### src/limk_pkg.sv
// package for the link interrupt event and mask block
package limk_pkg;
    localparam logic [7:0] LIMK_OFF_EVT_SET = 8'h80;
    localparam logic [7:0] LIMK_OFF_EVT_CLR = 8'h84;
    localparam logic [7:0] LIMK_OFF_MSK_SET = 8'h88;
    localparam logic [7:0] LIMK_OFF_MSK_CLR = 8'h8c;
    localparam logic [7:0] LIMK_OFF_ISO_RX_EVT = 8'ha0;
    localparam logic [7:0] LIMK_OFF_ISO_RX_MSK = 8'ha4;
    localparam logic [7:0] LIMK_OFF_ISO_TX_EVT = 8'ha8;
    localparam logic [7:0] LIMK_OFF_ISO_TX_MSK = 8'hac;
    localparam int LIMK_BIT_BUS_RESET = 17;
    localparam int LIMK_BIT_SELF_ID = 16;
    localparam int LIMK_BIT_ISO_RX = 7;
    localparam int LIMK_BIT_ISO_TX = 6;
    localparam int LIMK_BIT_GLOBAL_EN = 31;
    localparam int LIMK_BIT_VENDOR = 30;
    // latched event positions: 30, 17, 16, 9, 8, 5..0
    localparam logic [31:0] LIMK_EVT_LATCH_MASK = 32'h4003_033f;
    // mask positions: 31, 30, 17, 16, 9..0 (iso summary enables included)
    localparam logic [31:0] LIMK_MSK_WR_MASK = 32'hc003_03ff;
    localparam logic [31:0] LIMK_RST_VAL = 32'h0000_0000;
    localparam logic [31:0] LIMK_UNMAPPED_VAL = 32'h0000_0000;
    localparam int LIMK_N_SRC = 11;

    // event source inputs, in the order 30,17,16,9,8,5,4,3,2,1,0
    typedef struct packed {
        logic vendor_event;
        logic bus_reset_entered;
        logic self_identification_done;
        logic lock_response_error;
        logic posted_write_error;
        logic response_packet_received;
        logic request_packet_received;
        logic async_rx_response_context;
        logic async_rx_request_context;
        logic response_transmit_done;
        logic request_transmit_done;
    } limk_src_t;

    typedef struct packed {
        logic [31:0] evt;
        logic [31:0] msk;
        logic [7:0] iso_rx_evt;
        logic [7:0] iso_rx_msk;
        logic [7:0] iso_tx_evt;
        logic [7:0] iso_tx_msk;
        logic [LIMK_N_SRC-1:0] src_prev;
        logic [LIMK_N_SRC-1:0] src_s1;
        logic [LIMK_N_SRC-1:0] src_s2;
        logic [7:0] iso_rx_s1;
        logic [7:0] iso_rx_s2;
        logic [7:0] iso_rx_prev;
        logic [7:0] iso_tx_s1;
        logic [7:0] iso_tx_s2;
        logic [7:0] iso_tx_prev;
        logic wait_n;
        logic [31:0] rdata;
        logic irq;
    } limk_state_t;
endpackage

### src/limk_core.sv
// interrupt event and mask registers with external interrupt line
//
// The Avalon-MM register port is this design's own decision.
`timescale 1ns/1ns
`default_nettype none

module limk_core
    import limk_pkg::*;
(
    input wire logic sys_clk, // 100 MHz clock
    input wire logic arst_n, // async reset, active low
    input wire logic [7:0] avs_address, // byte address
    input wire logic avs_read, // read request
    input wire logic avs_write, // write request
    input wire logic [31:0] avs_writedata, // write data
    input wire logic [3:0] avs_byteenable, // byte lanes
    output logic [31:0] avs_readdata, // read data
    output logic avs_waitrequest, // stall
    input wire limk_src_t evt_src, // event source levels
    input wire logic [7:0] iso_rx_ctx_irq, // per iso-rx context request
    input wire logic [7:0] iso_tx_ctx_irq, // per iso-tx context request
    output logic irq_out // external interrupt, active high
);
    limk_state_t s_r, s_nxt;
    logic [31:0] be_mask, wbits, evt_view, src_edge32;
    logic [LIMK_N_SRC-1:0] src_edge;
    logic hit;

    // map compact source vector onto event positions
    localparam int SRC_POS [LIMK_N_SRC] = '{30, 17, 16, 9, 8, 5, 4, 3, 2, 1, 0};

    always_comb begin
        be_mask = {{8{avs_byteenable[3]}}, {8{avs_byteenable[2]}},
                   {8{avs_byteenable[1]}}, {8{avs_byteenable[0]}}};
        wbits = avs_writedata & be_mask;
        src_edge = s_r.src_s2 & ~s_r.src_prev;
        src_edge32 = '0;
        for (int i = 0; i < LIMK_N_SRC; i++) begin
            src_edge32[SRC_POS[i]] = src_edge[LIMK_N_SRC-1-i];
        end
        // summary bits are computed, never stored
        evt_view = s_r.evt & LIMK_EVT_LATCH_MASK;
        evt_view[LIMK_BIT_ISO_RX] = |(s_r.iso_rx_evt & s_r.iso_rx_msk);
        evt_view[LIMK_BIT_ISO_TX] = |(s_r.iso_tx_evt & s_r.iso_tx_msk);
    end

    always_comb begin
        s_nxt = s_r;
        hit = (avs_read || avs_write) && s_r.wait_n;
        s_nxt.src_s1 = evt_src;
        s_nxt.src_s2 = s_r.src_s1;
        s_nxt.src_prev = s_r.src_s2;
        s_nxt.iso_rx_s1 = iso_rx_ctx_irq;
        s_nxt.iso_rx_s2 = s_r.iso_rx_s1;
        s_nxt.iso_rx_prev = s_r.iso_rx_s2;
        s_nxt.iso_tx_s1 = iso_tx_ctx_irq;
        s_nxt.iso_tx_s2 = s_r.iso_tx_s1;
        s_nxt.iso_tx_prev = s_r.iso_tx_s2;
        // one wait cycle per access: request taken on the second edge
        s_nxt.wait_n = (avs_read || avs_write) && !s_r.wait_n;
        if (hit && avs_write) begin
            unique case (avs_address)
                LIMK_OFF_EVT_SET: s_nxt.evt = s_r.evt | (wbits & LIMK_EVT_LATCH_MASK);
                LIMK_OFF_EVT_CLR: s_nxt.evt = s_r.evt & ~(wbits & LIMK_EVT_LATCH_MASK);
                LIMK_OFF_MSK_SET: s_nxt.msk = s_r.msk | (wbits & LIMK_MSK_WR_MASK);
                LIMK_OFF_MSK_CLR: s_nxt.msk = s_r.msk & ~(wbits & LIMK_MSK_WR_MASK);
                LIMK_OFF_ISO_RX_EVT: s_nxt.iso_rx_evt = s_r.iso_rx_evt & ~wbits[7:0];
                LIMK_OFF_ISO_RX_MSK: s_nxt.iso_rx_msk = wbits[7:0] | (s_r.iso_rx_msk & ~be_mask[7:0]);
                LIMK_OFF_ISO_TX_EVT: s_nxt.iso_tx_evt = s_r.iso_tx_evt & ~wbits[7:0];
                LIMK_OFF_ISO_TX_MSK: s_nxt.iso_tx_msk = wbits[7:0] | (s_r.iso_tx_msk & ~be_mask[7:0]);
                default: ;
            endcase
        end
        // hardware edges win over a same-cycle clear
        s_nxt.evt = s_nxt.evt | src_edge32;
        if (src_edge32[LIMK_BIT_BUS_RESET]) begin
            s_nxt.evt[LIMK_BIT_SELF_ID] = 1'b0;
        end
        s_nxt.iso_rx_evt = s_nxt.iso_rx_evt | (s_r.iso_rx_s2 & ~s_r.iso_rx_prev);
        s_nxt.iso_tx_evt = s_nxt.iso_tx_evt | (s_r.iso_tx_s2 & ~s_r.iso_tx_prev);
        s_nxt.rdata = LIMK_UNMAPPED_VAL;
        // latched on the edge that first sees the read, so the data stand
        // at the edge where the master samples waitrequest low
        if (avs_read && !s_r.wait_n) begin
            unique case (avs_address)
                LIMK_OFF_EVT_SET: s_nxt.rdata = evt_view;
                LIMK_OFF_EVT_CLR: s_nxt.rdata = evt_view & s_r.msk;
                LIMK_OFF_MSK_SET, LIMK_OFF_MSK_CLR: s_nxt.rdata = s_r.msk;
                LIMK_OFF_ISO_RX_EVT: s_nxt.rdata = {24'h000000, s_r.iso_rx_evt};
                LIMK_OFF_ISO_RX_MSK: s_nxt.rdata = {24'h000000, s_r.iso_rx_msk};
                LIMK_OFF_ISO_TX_EVT: s_nxt.rdata = {24'h000000, s_r.iso_tx_evt};
                LIMK_OFF_ISO_TX_MSK: s_nxt.rdata = {24'h000000, s_r.iso_tx_msk};
                default: s_nxt.rdata = LIMK_UNMAPPED_VAL;
            endcase
        end
        // mask bits 30..0 gate events one for one; 31 is the gate of all
        s_nxt.irq = s_r.msk[LIMK_BIT_GLOBAL_EN] &&
                    (|(evt_view[30:0] & s_r.msk[30:0]));
    end

    always_ff @(posedge sys_clk or negedge arst_n) begin
        if (!arst_n) begin
            s_r <= '0;
        end else begin
            s_r <= s_nxt;
        end
    end

    assign avs_readdata = s_r.rdata;
    assign avs_waitrequest = !s_r.wait_n;
    assign irq_out = s_r.irq;

    chk_irq_gate: assert property (@(posedge sys_clk) disable iff (!arst_n)
        !s_r.msk[LIMK_BIT_GLOBAL_EN] |=> !irq_out) else $error("irq while globally disabled");
    chk_irq_follows: assert property (@(posedge sys_clk) disable iff (!arst_n)
        irq_out == $past(s_r.msk[31] && |(evt_view[30:0] & s_r.msk[30:0]))) else $error("irq mismatch");
    chk_bus_reset_entered_set: assert property (@(posedge sys_clk) disable iff (!arst_n)
        src_edge[LIMK_N_SRC-2] |=> s_r.evt[LIMK_BIT_BUS_RESET]) else $error("bus reset not latched");
    chk_selfid_clear: assert property (@(posedge sys_clk) disable iff (!arst_n)
        src_edge[LIMK_N_SRC-2] |=> !s_r.evt[LIMK_BIT_SELF_ID]) else $error("self id not cleared");
    chk_rsvd_zero: assert property (@(posedge sys_clk) disable iff (!arst_n)
        evt_view[15:10] == 6'h00) else $error("reserved bits nonzero");
    chk_lock_err: assert property (@(posedge sys_clk) disable iff (!arst_n)
        src_edge[LIMK_N_SRC-4] |=> s_r.evt[9]) else $error("lock error not latched");
    chk_posted_err: assert property (@(posedge sys_clk) disable iff (!arst_n)
        src_edge[LIMK_N_SRC-5] |=> s_r.evt[8]) else $error("posted error not latched");
    chk_tx_done: assert property (@(posedge sys_clk) disable iff (!arst_n)
        src_edge[0] |=> s_r.evt[0]) else $error("tx request done not latched");
    chk_mask_read: assert property (@(posedge sys_clk) disable iff (!arst_n)
        avs_read && !s_r.wait_n && avs_address == LIMK_OFF_MSK_CLR |=> avs_readdata == $past(s_r.msk))
        else $error("mask read mismatch");
    chk_iso_rx_sum: assert property (@(posedge sys_clk) disable iff (!arst_n)
        evt_view[7] == |(s_r.iso_rx_evt & s_r.iso_rx_msk)) else $error("iso rx summary wrong");
    chk_clr_only: assert property (@(posedge sys_clk) disable iff (!arst_n)
        s_r.evt[0] && !(hit && avs_write && avs_address == LIMK_OFF_EVT_CLR) |=> s_r.evt[0])
        else $error("event lost without clear");
    cov_irq: cover property (@(posedge sys_clk) disable iff (!arst_n) $rose(irq_out));
    cov_bus_reset_entered: cover property (@(posedge sys_clk) disable iff (!arst_n) src_edge[LIMK_N_SRC-2]);
    cov_clr_write: cover property (@(posedge sys_clk) disable iff (!arst_n)
        hit && avs_write && avs_address == LIMK_OFF_EVT_CLR);
    cov_selfid_cleared: cover property (@(posedge sys_clk) disable iff (!arst_n)
        src_edge[LIMK_N_SRC-2] && s_r.evt[LIMK_BIT_SELF_ID]);
    cov_iso_summary: cover property (@(posedge sys_clk) disable iff (!arst_n) $rose(evt_view[LIMK_BIT_ISO_RX]));

    // remaining source edges: each must land in its own event bit one edge later, self ID only without a same-cycle bus reset edge

    chk_selfid_set: assert property (@(posedge sys_clk) disable iff (!arst_n)
        src_edge[LIMK_N_SRC-3] && !src_edge[LIMK_N_SRC-2] |=> s_r.evt[LIMK_BIT_SELF_ID])
        else $error("self id not latched");

    chk_resp_pkt: assert property (@(posedge sys_clk) disable iff (!arst_n)
        src_edge[5] |=> s_r.evt[5])
        else $error("response packet not latched");

    chk_req_pkt: assert property (@(posedge sys_clk) disable iff (!arst_n)
        src_edge[4] |=> s_r.evt[4])
        else $error("request packet not latched");

    chk_rx_resp_ctx: assert property (@(posedge sys_clk) disable iff (!arst_n)
        src_edge[3] |=> s_r.evt[3])
        else $error("rx response context not latched");

    chk_rx_req_ctx: assert property (@(posedge sys_clk) disable iff (!arst_n)
        src_edge[2] |=> s_r.evt[2])
        else $error("rx request context not latched");

    chk_tx_resp_done: assert property (@(posedge sys_clk) disable iff (!arst_n)
        src_edge[1] |=> s_r.evt[1])
        else $error("tx response done not latched");

    chk_vendor_set: assert property (@(posedge sys_clk) disable iff (!arst_n)
        src_edge[LIMK_N_SRC-1] |=> s_r.evt[LIMK_BIT_VENDOR])
        else $error("vendor event not latched");

    // summary and reserved positions

    chk_iso_tx_sum: assert property (@(posedge sys_clk) disable iff (!arst_n)
        evt_view[LIMK_BIT_ISO_TX] == |(s_r.iso_tx_evt & s_r.iso_tx_msk))
        else $error("iso tx summary wrong");

    chk_evt_rsvd: assert property (@(posedge sys_clk) disable iff (!arst_n)
        (s_r.evt & ~LIMK_EVT_LATCH_MASK) == 32'h0000_0000)
        else $error("event reserved bit stored");

    chk_mask_rsvd: assert property (@(posedge sys_clk) disable iff (!arst_n)
        (s_r.msk & ~LIMK_MSK_WR_MASK) == 32'h0000_0000)
        else $error("mask reserved bit stored");

    // register reads: data latched when the request is first seen

    chk_mask_read_set: assert property (@(posedge sys_clk) disable iff (!arst_n)
        avs_read && !s_r.wait_n && avs_address == LIMK_OFF_MSK_SET |=> avs_readdata == $past(s_r.msk))
        else $error("mask set read mismatch");

    chk_evt_read_set: assert property (@(posedge sys_clk) disable iff (!arst_n)
        avs_read && !s_r.wait_n && avs_address == LIMK_OFF_EVT_SET |=> avs_readdata == $past(evt_view))
        else $error("event read mismatch");

    chk_evt_read_clr: assert property (@(posedge sys_clk) disable iff (!arst_n)
        avs_read && !s_r.wait_n && avs_address == LIMK_OFF_EVT_CLR |=>
        avs_readdata == $past(evt_view & s_r.msk))
        else $error("event and mask read mismatch");

    // register writes: set, clear and untouched zero positions

    chk_evt_set_write: assert property (@(posedge sys_clk) disable iff (!arst_n)
        hit && avs_write && avs_address == LIMK_OFF_EVT_SET && !src_edge[LIMK_N_SRC-2] |=>
        (s_r.evt & $past(wbits & LIMK_EVT_LATCH_MASK)) == $past(wbits & LIMK_EVT_LATCH_MASK))
        else $error("event set write lost");

    chk_evt_clr_write: assert property (@(posedge sys_clk) disable iff (!arst_n)
        hit && avs_write && avs_address == LIMK_OFF_EVT_CLR && src_edge == '0 |=>
        (s_r.evt & $past(wbits & LIMK_EVT_LATCH_MASK)) == 32'h0000_0000)
        else $error("event clear write lost");

    chk_msk_set_write: assert property (@(posedge sys_clk) disable iff (!arst_n)
        hit && avs_write && avs_address == LIMK_OFF_MSK_SET |=>
        (s_r.msk & $past(wbits & LIMK_MSK_WR_MASK)) == $past(wbits & LIMK_MSK_WR_MASK))
        else $error("mask set write lost");

    chk_msk_clr_write: assert property (@(posedge sys_clk) disable iff (!arst_n)
        hit && avs_write && avs_address == LIMK_OFF_MSK_CLR |=>
        (s_r.msk & $past(wbits & LIMK_MSK_WR_MASK)) == 32'h0000_0000)
        else $error("mask clear write lost");

    chk_msk_zero_bits: assert property (@(posedge sys_clk) disable iff (!arst_n)
        hit && avs_write && (avs_address == LIMK_OFF_MSK_SET || avs_address == LIMK_OFF_MSK_CLR) |=>
        (s_r.msk & ~$past(wbits)) == ($past(s_r.msk) & ~$past(wbits)))
        else $error("mask zero bit changed");

    chk_msk_hold: assert property (@(posedge sys_clk) disable iff (!arst_n)
        !(hit && avs_write && (avs_address == LIMK_OFF_MSK_SET || avs_address == LIMK_OFF_MSK_CLR)) |=>
        $stable(s_r.msk))
        else $error("mask changed without write");

    // interrupt gating by individual enables

    chk_irq_masked: assert property (@(posedge sys_clk) disable iff (!arst_n)
        s_r.msk[LIMK_BIT_GLOBAL_EN] && (evt_view[30:0] & s_r.msk[30:0]) == 31'h0000_0000 |=> !irq_out)
        else $error("irq with no enabled event");

    chk_vendor_gate: assert property (@(posedge sys_clk) disable iff (!arst_n)
        !s_r.msk[LIMK_BIT_VENDOR] && (evt_view[29:0] & s_r.msk[29:0]) == 30'h0000_0000 |=> !irq_out)
        else $error("vendor event not gated");

    // bus handshake: exactly one wait state, data only while waitrequest is low

    chk_wait_one: assert property (@(posedge sys_clk) disable iff (!arst_n)
        (avs_read || avs_write) && avs_waitrequest |=> !avs_waitrequest)
        else $error("waitrequest held too long");

    chk_wait_back: assert property (@(posedge sys_clk) disable iff (!arst_n)
        !avs_waitrequest |=> avs_waitrequest)
        else $error("waitrequest low twice");

    chk_rdata_idle: assert property (@(posedge sys_clk) disable iff (!arst_n)
        avs_waitrequest |-> avs_readdata == 32'h0000_0000)
        else $error("read data outside answer");

    // per-context latching of the iso event bits behind the summaries
    generate
        for (genvar c = 0; c < 8; c++) begin : g_iso_chk
            chk_iso_rx_latch: assert property (@(posedge sys_clk) disable iff (!arst_n)
                s_r.iso_rx_s2[c] && !s_r.iso_rx_prev[c] |=> s_r.iso_rx_evt[c])
                else $error("iso rx context not latched");
            chk_iso_tx_latch: assert property (@(posedge sys_clk) disable iff (!arst_n)
                s_r.iso_tx_s2[c] && !s_r.iso_tx_prev[c] |=> s_r.iso_tx_evt[c])
                else $error("iso tx context not latched");
        end
    endgenerate
endmodule // limk_core

`default_nettype wire

### config.mk
export PLATFORM = sky130hd
export DESIGN_NAME = limk_core
export DESIGN_NICKNAME = d
export VERILOG_FILES = /design/src/limk_pkg.sv /design/src/limk_core.sv
export SDC_FILE = /design/constraint.sdc
export NUM_CORES = 1
export LEC_CHECK = 0
export ABC_AREA = 1
export BUFFER_PORTS_ARGS = -buffer_cell sky130_fd_sc_hd__buf_2
export CORE_MARGIN = 2
export CORE_UTILIZATION = 55
export DETAILED_ROUTE_END_ITERATION = 8
export HOLD_SLACK_MARGIN = 0.03
export PLACE_DENSITY = 0.9
export SETUP_SLACK_MARGIN = 0.02
export SLEW_MARGIN = 20
export SYNTH_ARGS = -nofsm -noshare
export SYNTH_HDL_FRONTEND = slang
export SYNTH_SLANG_ARGS = --single-unit
### constraint.sdc
create_clock -name sys_clk -period 3 [get_ports sys_clk]
set_input_delay 0.6 -clock sys_clk [delete_from_list [all_inputs] [get_ports sys_clk]]
set_output_delay 0.6 -clock sys_clk [all_outputs]
set_load 0.02 [all_outputs]
Word-level counts from Yosys, hierarchy flattened
Index checks and enable logic that the tools add are counted.

Input port bits: 75. Register bits: 211. Output and inout bits: 34.

Bitwise logic cells: 28. Equality and inequality tests: 8. Muxes and demuxes: 10. Reduce and logical (&&, ||, !) cells: 15.

Operator list (count): $pmux W32 S7 (1); $pmux W32 S2 (2); $and A32 B32 Y32 (3); $mux W96 (1); $and A8 B8 Y8 (8); $eq A8 B8 Y1 const B (8); $or A32 B31 Y32 (2); $and A31 B32 Y32 (1); $mux W32 (1); $mux W8 (4); $not A31 Y32 (1); $not A32 Y32 (1); $not A8 Y8 (4); $or A32 B32 Y32 (1); $or A8 B8 Y8 (4); $and A31 B31 Y31 (1); $reduce_or A31 Y1 (1); $reduce_or A8 Y1 (2); $and A11 B11 Y11 (1); $not A11 Y11 (1); $reduce_and A2 Y1 (3); $logic_and A1 B1 Y1 (5); $reduce_bool A2 Y1 (1); $reduce_or A2 Y1 (1); 3 further kinds (3).

Logic depth before layout (Yosys ltp)
Depth in word-level cells: 7. Gate-level depth with buffers: 10.

Least setup slack after synthesis
No wires, ideal clock.

Path type: input to register. Start: input port avs_address[6]. End: register with a tool-made name. Library setup time: 0.117 ns. Stages: 8. Buffers on the path: 1. Path slack: 1.395 ns. Data arrival time: 1.488 ns. Cells stage by stage: inv_1 -> nand2_4 -> nor2_8 -> nand2_4 -> buf_6 -> or2_0 -> o21ai_1 -> inv_1.

RTL lines: from (decl) (RTL line limk_core.sv:12) `input wire logic [7:0] avs_address,`.

==> impl_metrics.json <==
{
  "areaGrowthSynthToFinish_pct": 13.8,
  "status": "finished clean",
  "worst-r2r-cell-count": 5,
  "total_power_w": 0.00453,
  "place_inst": 799,
  "drive_above_1_share_pct": 19.5,
  "dieArea_um2": 12200,
  "grt_max_degree": 73,
  "maxSlewViolCount": 0,
  "synthCells": 614,
  "cp-end-kind": "flip-flop",
  "start_kind": "flip-flop",
  "place_congestion": 0.885,
  "tns_ps": 0,
  "synth_cell_types": 31,
  "synthFlopType": "dfrtp_1",
  "die_h_um": 111,
  "via_per_inst": 5.32,
  "final_cells": 831,
  "clockBufferDepth": 2,
  "cts_hold_buf": 0,
  "cts_sinks": 154,
  "worstMarginPinSlew_ps": 598,
  "drt_first_pass_iters": 5,
  "start_util_pct": 56.9,
  "hold_path.class": "in2async",
  "required_ps": 3270,
  "grt_pass1_vias": 4348,
  "postCtsSetupBuffers": 0,
  "fmax_ghz": 0.441,
  "cts_tree": "built",
  "synth_commonest_cells": "154 x dfrtp_1, 93 x nand2_1, 82 x inv_1",
  "numCtsBuffers": 17,
  "htree_levels": 4,
  "fin_crit_ps": 2270,
  "finalSetupViolCount": 0,
  "fin_crit_sh_pct": 75.6,
  "drtAntennaViolNets": 0,
  "totalWireLength_um": 12600,
  "coreArea_um2": 11000,
  "powerDensity_nw_per_um2": 636,
  "rows": 38,
  "synth-edff-count": 0,
  "yosysSeqAreaShare_pct": 61.6,
  "crit_arrival_ps": 2540,
  "grt_usage_pct": 21.3,
  "wl_per_cell_um": 15.2,
  "drc": 0,
  "placed_area_um2": 6520,
  "grt_overflow": 0,
  "rsz0062_at_grt": "no",
  "yosysMostFrequentCell": "dfrtp_1",
  "synth_seq_cells": 154,
  "synth_area_um2": 6250,
  "numPortBuffers": 72,
  "yosysWarnings": 0,
  "synth_top_area_cell": "dfrtp_1",
  "crit_fanout": 12,
  "root_buffer": "clkbuf_16",
  "r2r-start": "s_r[33]",
  "clk_pin_slew_worst_paths_ps": 60,
  "maxCapViolCount": 0,
  "via_count": 4417,
  "fp.dieW_um": 111,
  "num-fill-cells": 817,
  "synth_top_area_share_pct": 61.6,
  "leakage_nw": 3.65,
  "ff2ff_setup_slack_ps": 730,
  "ir_drop_v": 0.000422,
  "synthArstFlopShare_pct": 100,
  "synthTopCellsByArea": "dfrtp_1 62%, o21ai_0 5.6%, nand2_1 5.6%",
  "syn_avg_cell_area_um2": 10.2,
  "insertion_delay_ps": 420,
  "grt_pass1_wl_um": 20600,
  "antenna_cells_inserted": 0,
  "skew_ps": 10.3,
  "boundaryPins": 109,
  "timing.rr.end": "evt_view[4]",
  "hold_viol": 0,
  "maxSlewHeadroom_pct": 60.1,
  "cts_resized": 0,
  "design_area_um2": 7120,
  "place_hpwl_um": 8470,
  "crit_type": "reg2reg",
  "fin_nets": 753,
  "drtIter0Drc": 296,
  "antenna_found_initial": 0
}
==> placed cells by master, fill, tap and decap left out, types with 8 or more instances in the layout <==
master	n
a21oi_1	8
buf_2	71
clkbuf_16	17
conb_1	18
dfrtp_1	154
inv_1	82
nand2_1	93
nand3_1	39
nor2_1	42
o21ai_0	70
o22ai_1	12
==> where the power goes <==
group	total [W]	internal, W	switching [W]
sequential	0.00217	0.00215	0.0000290
combinational	0.000210	0.0000569	0.000153
clock	0.00214	0.00126	0.000885
total	0.00453	0.00346	0.00107
==> how the worst max path moves through the flow <==
stage | from | endpoint | slack [ps] | depth (start not counted)
6_report | s_r[33] | evt_view[4] | 730 | 5
5_1_grt | s_r[33] | s_r[143] | 590 | 5
4_1_cts | s_r[33] | evt_view[4] | 820 | 5
3_5_place_dp | avs_write | s_r[143] | 590 | 6
3_3_place_gp | avs_write | evt_view[3] | 680 | 6
2_1_floorplan | avs_address[6] | flip-flop | 1400 | 8
==> per-layer routing <==
metal  track usage, %  part of all wire, %
met1             28.4                   42
met2             33.7                   49
met3             5.43                  7.0
met4             8.42                  1.9
met5                0                    0
==> final cells by class <==
cell class | instances | area [um2] | share of cell area (%)
timing repair buffer | 75 | 402 | 5.64
clock inverter | 15 | 175 | 2.46
multi-input combinational | 342 | 1750 | 24.6
inverter | 88 | 333 | 4.68
clock buffer | 17 | 425 | 5.98
sequential | 154 | 3850 | 54.2
tap | 140 | 175 | 2.46
==> cell families (layout without fill, tap and decap cells) <==
family / after synthesis / count (layout) / synth area share, %
compound gates: 121 / 121 / 11.2
buf+inv: 135 / 195 / 11.4
flops: 154 / 154 / 61.6
other cells: 1 / 18 / 0.0600
simple gates: 203 / 203 / 15.7
==> through the flow <==
step                      hold slack (ps)  setup WS [ps]  util (%)
after CTS                             130            825      64.8
after floorplan                       304           1400         -
after global routing                  160            588      64.8
after global placement                332            682      59.3
final                                 133            732      64.8
after detailed placement              335            593      59.3
==> worst max-delay path, cell delays in order (launching register included) <==
cell	delay (ps)
dfrtp_1	380
nand2_1	280
nor2_2	570
nand2_1	410
o21ai_0	320
o221ai_1	160
No activity file was read; power rests on OpenSTA's default activity.
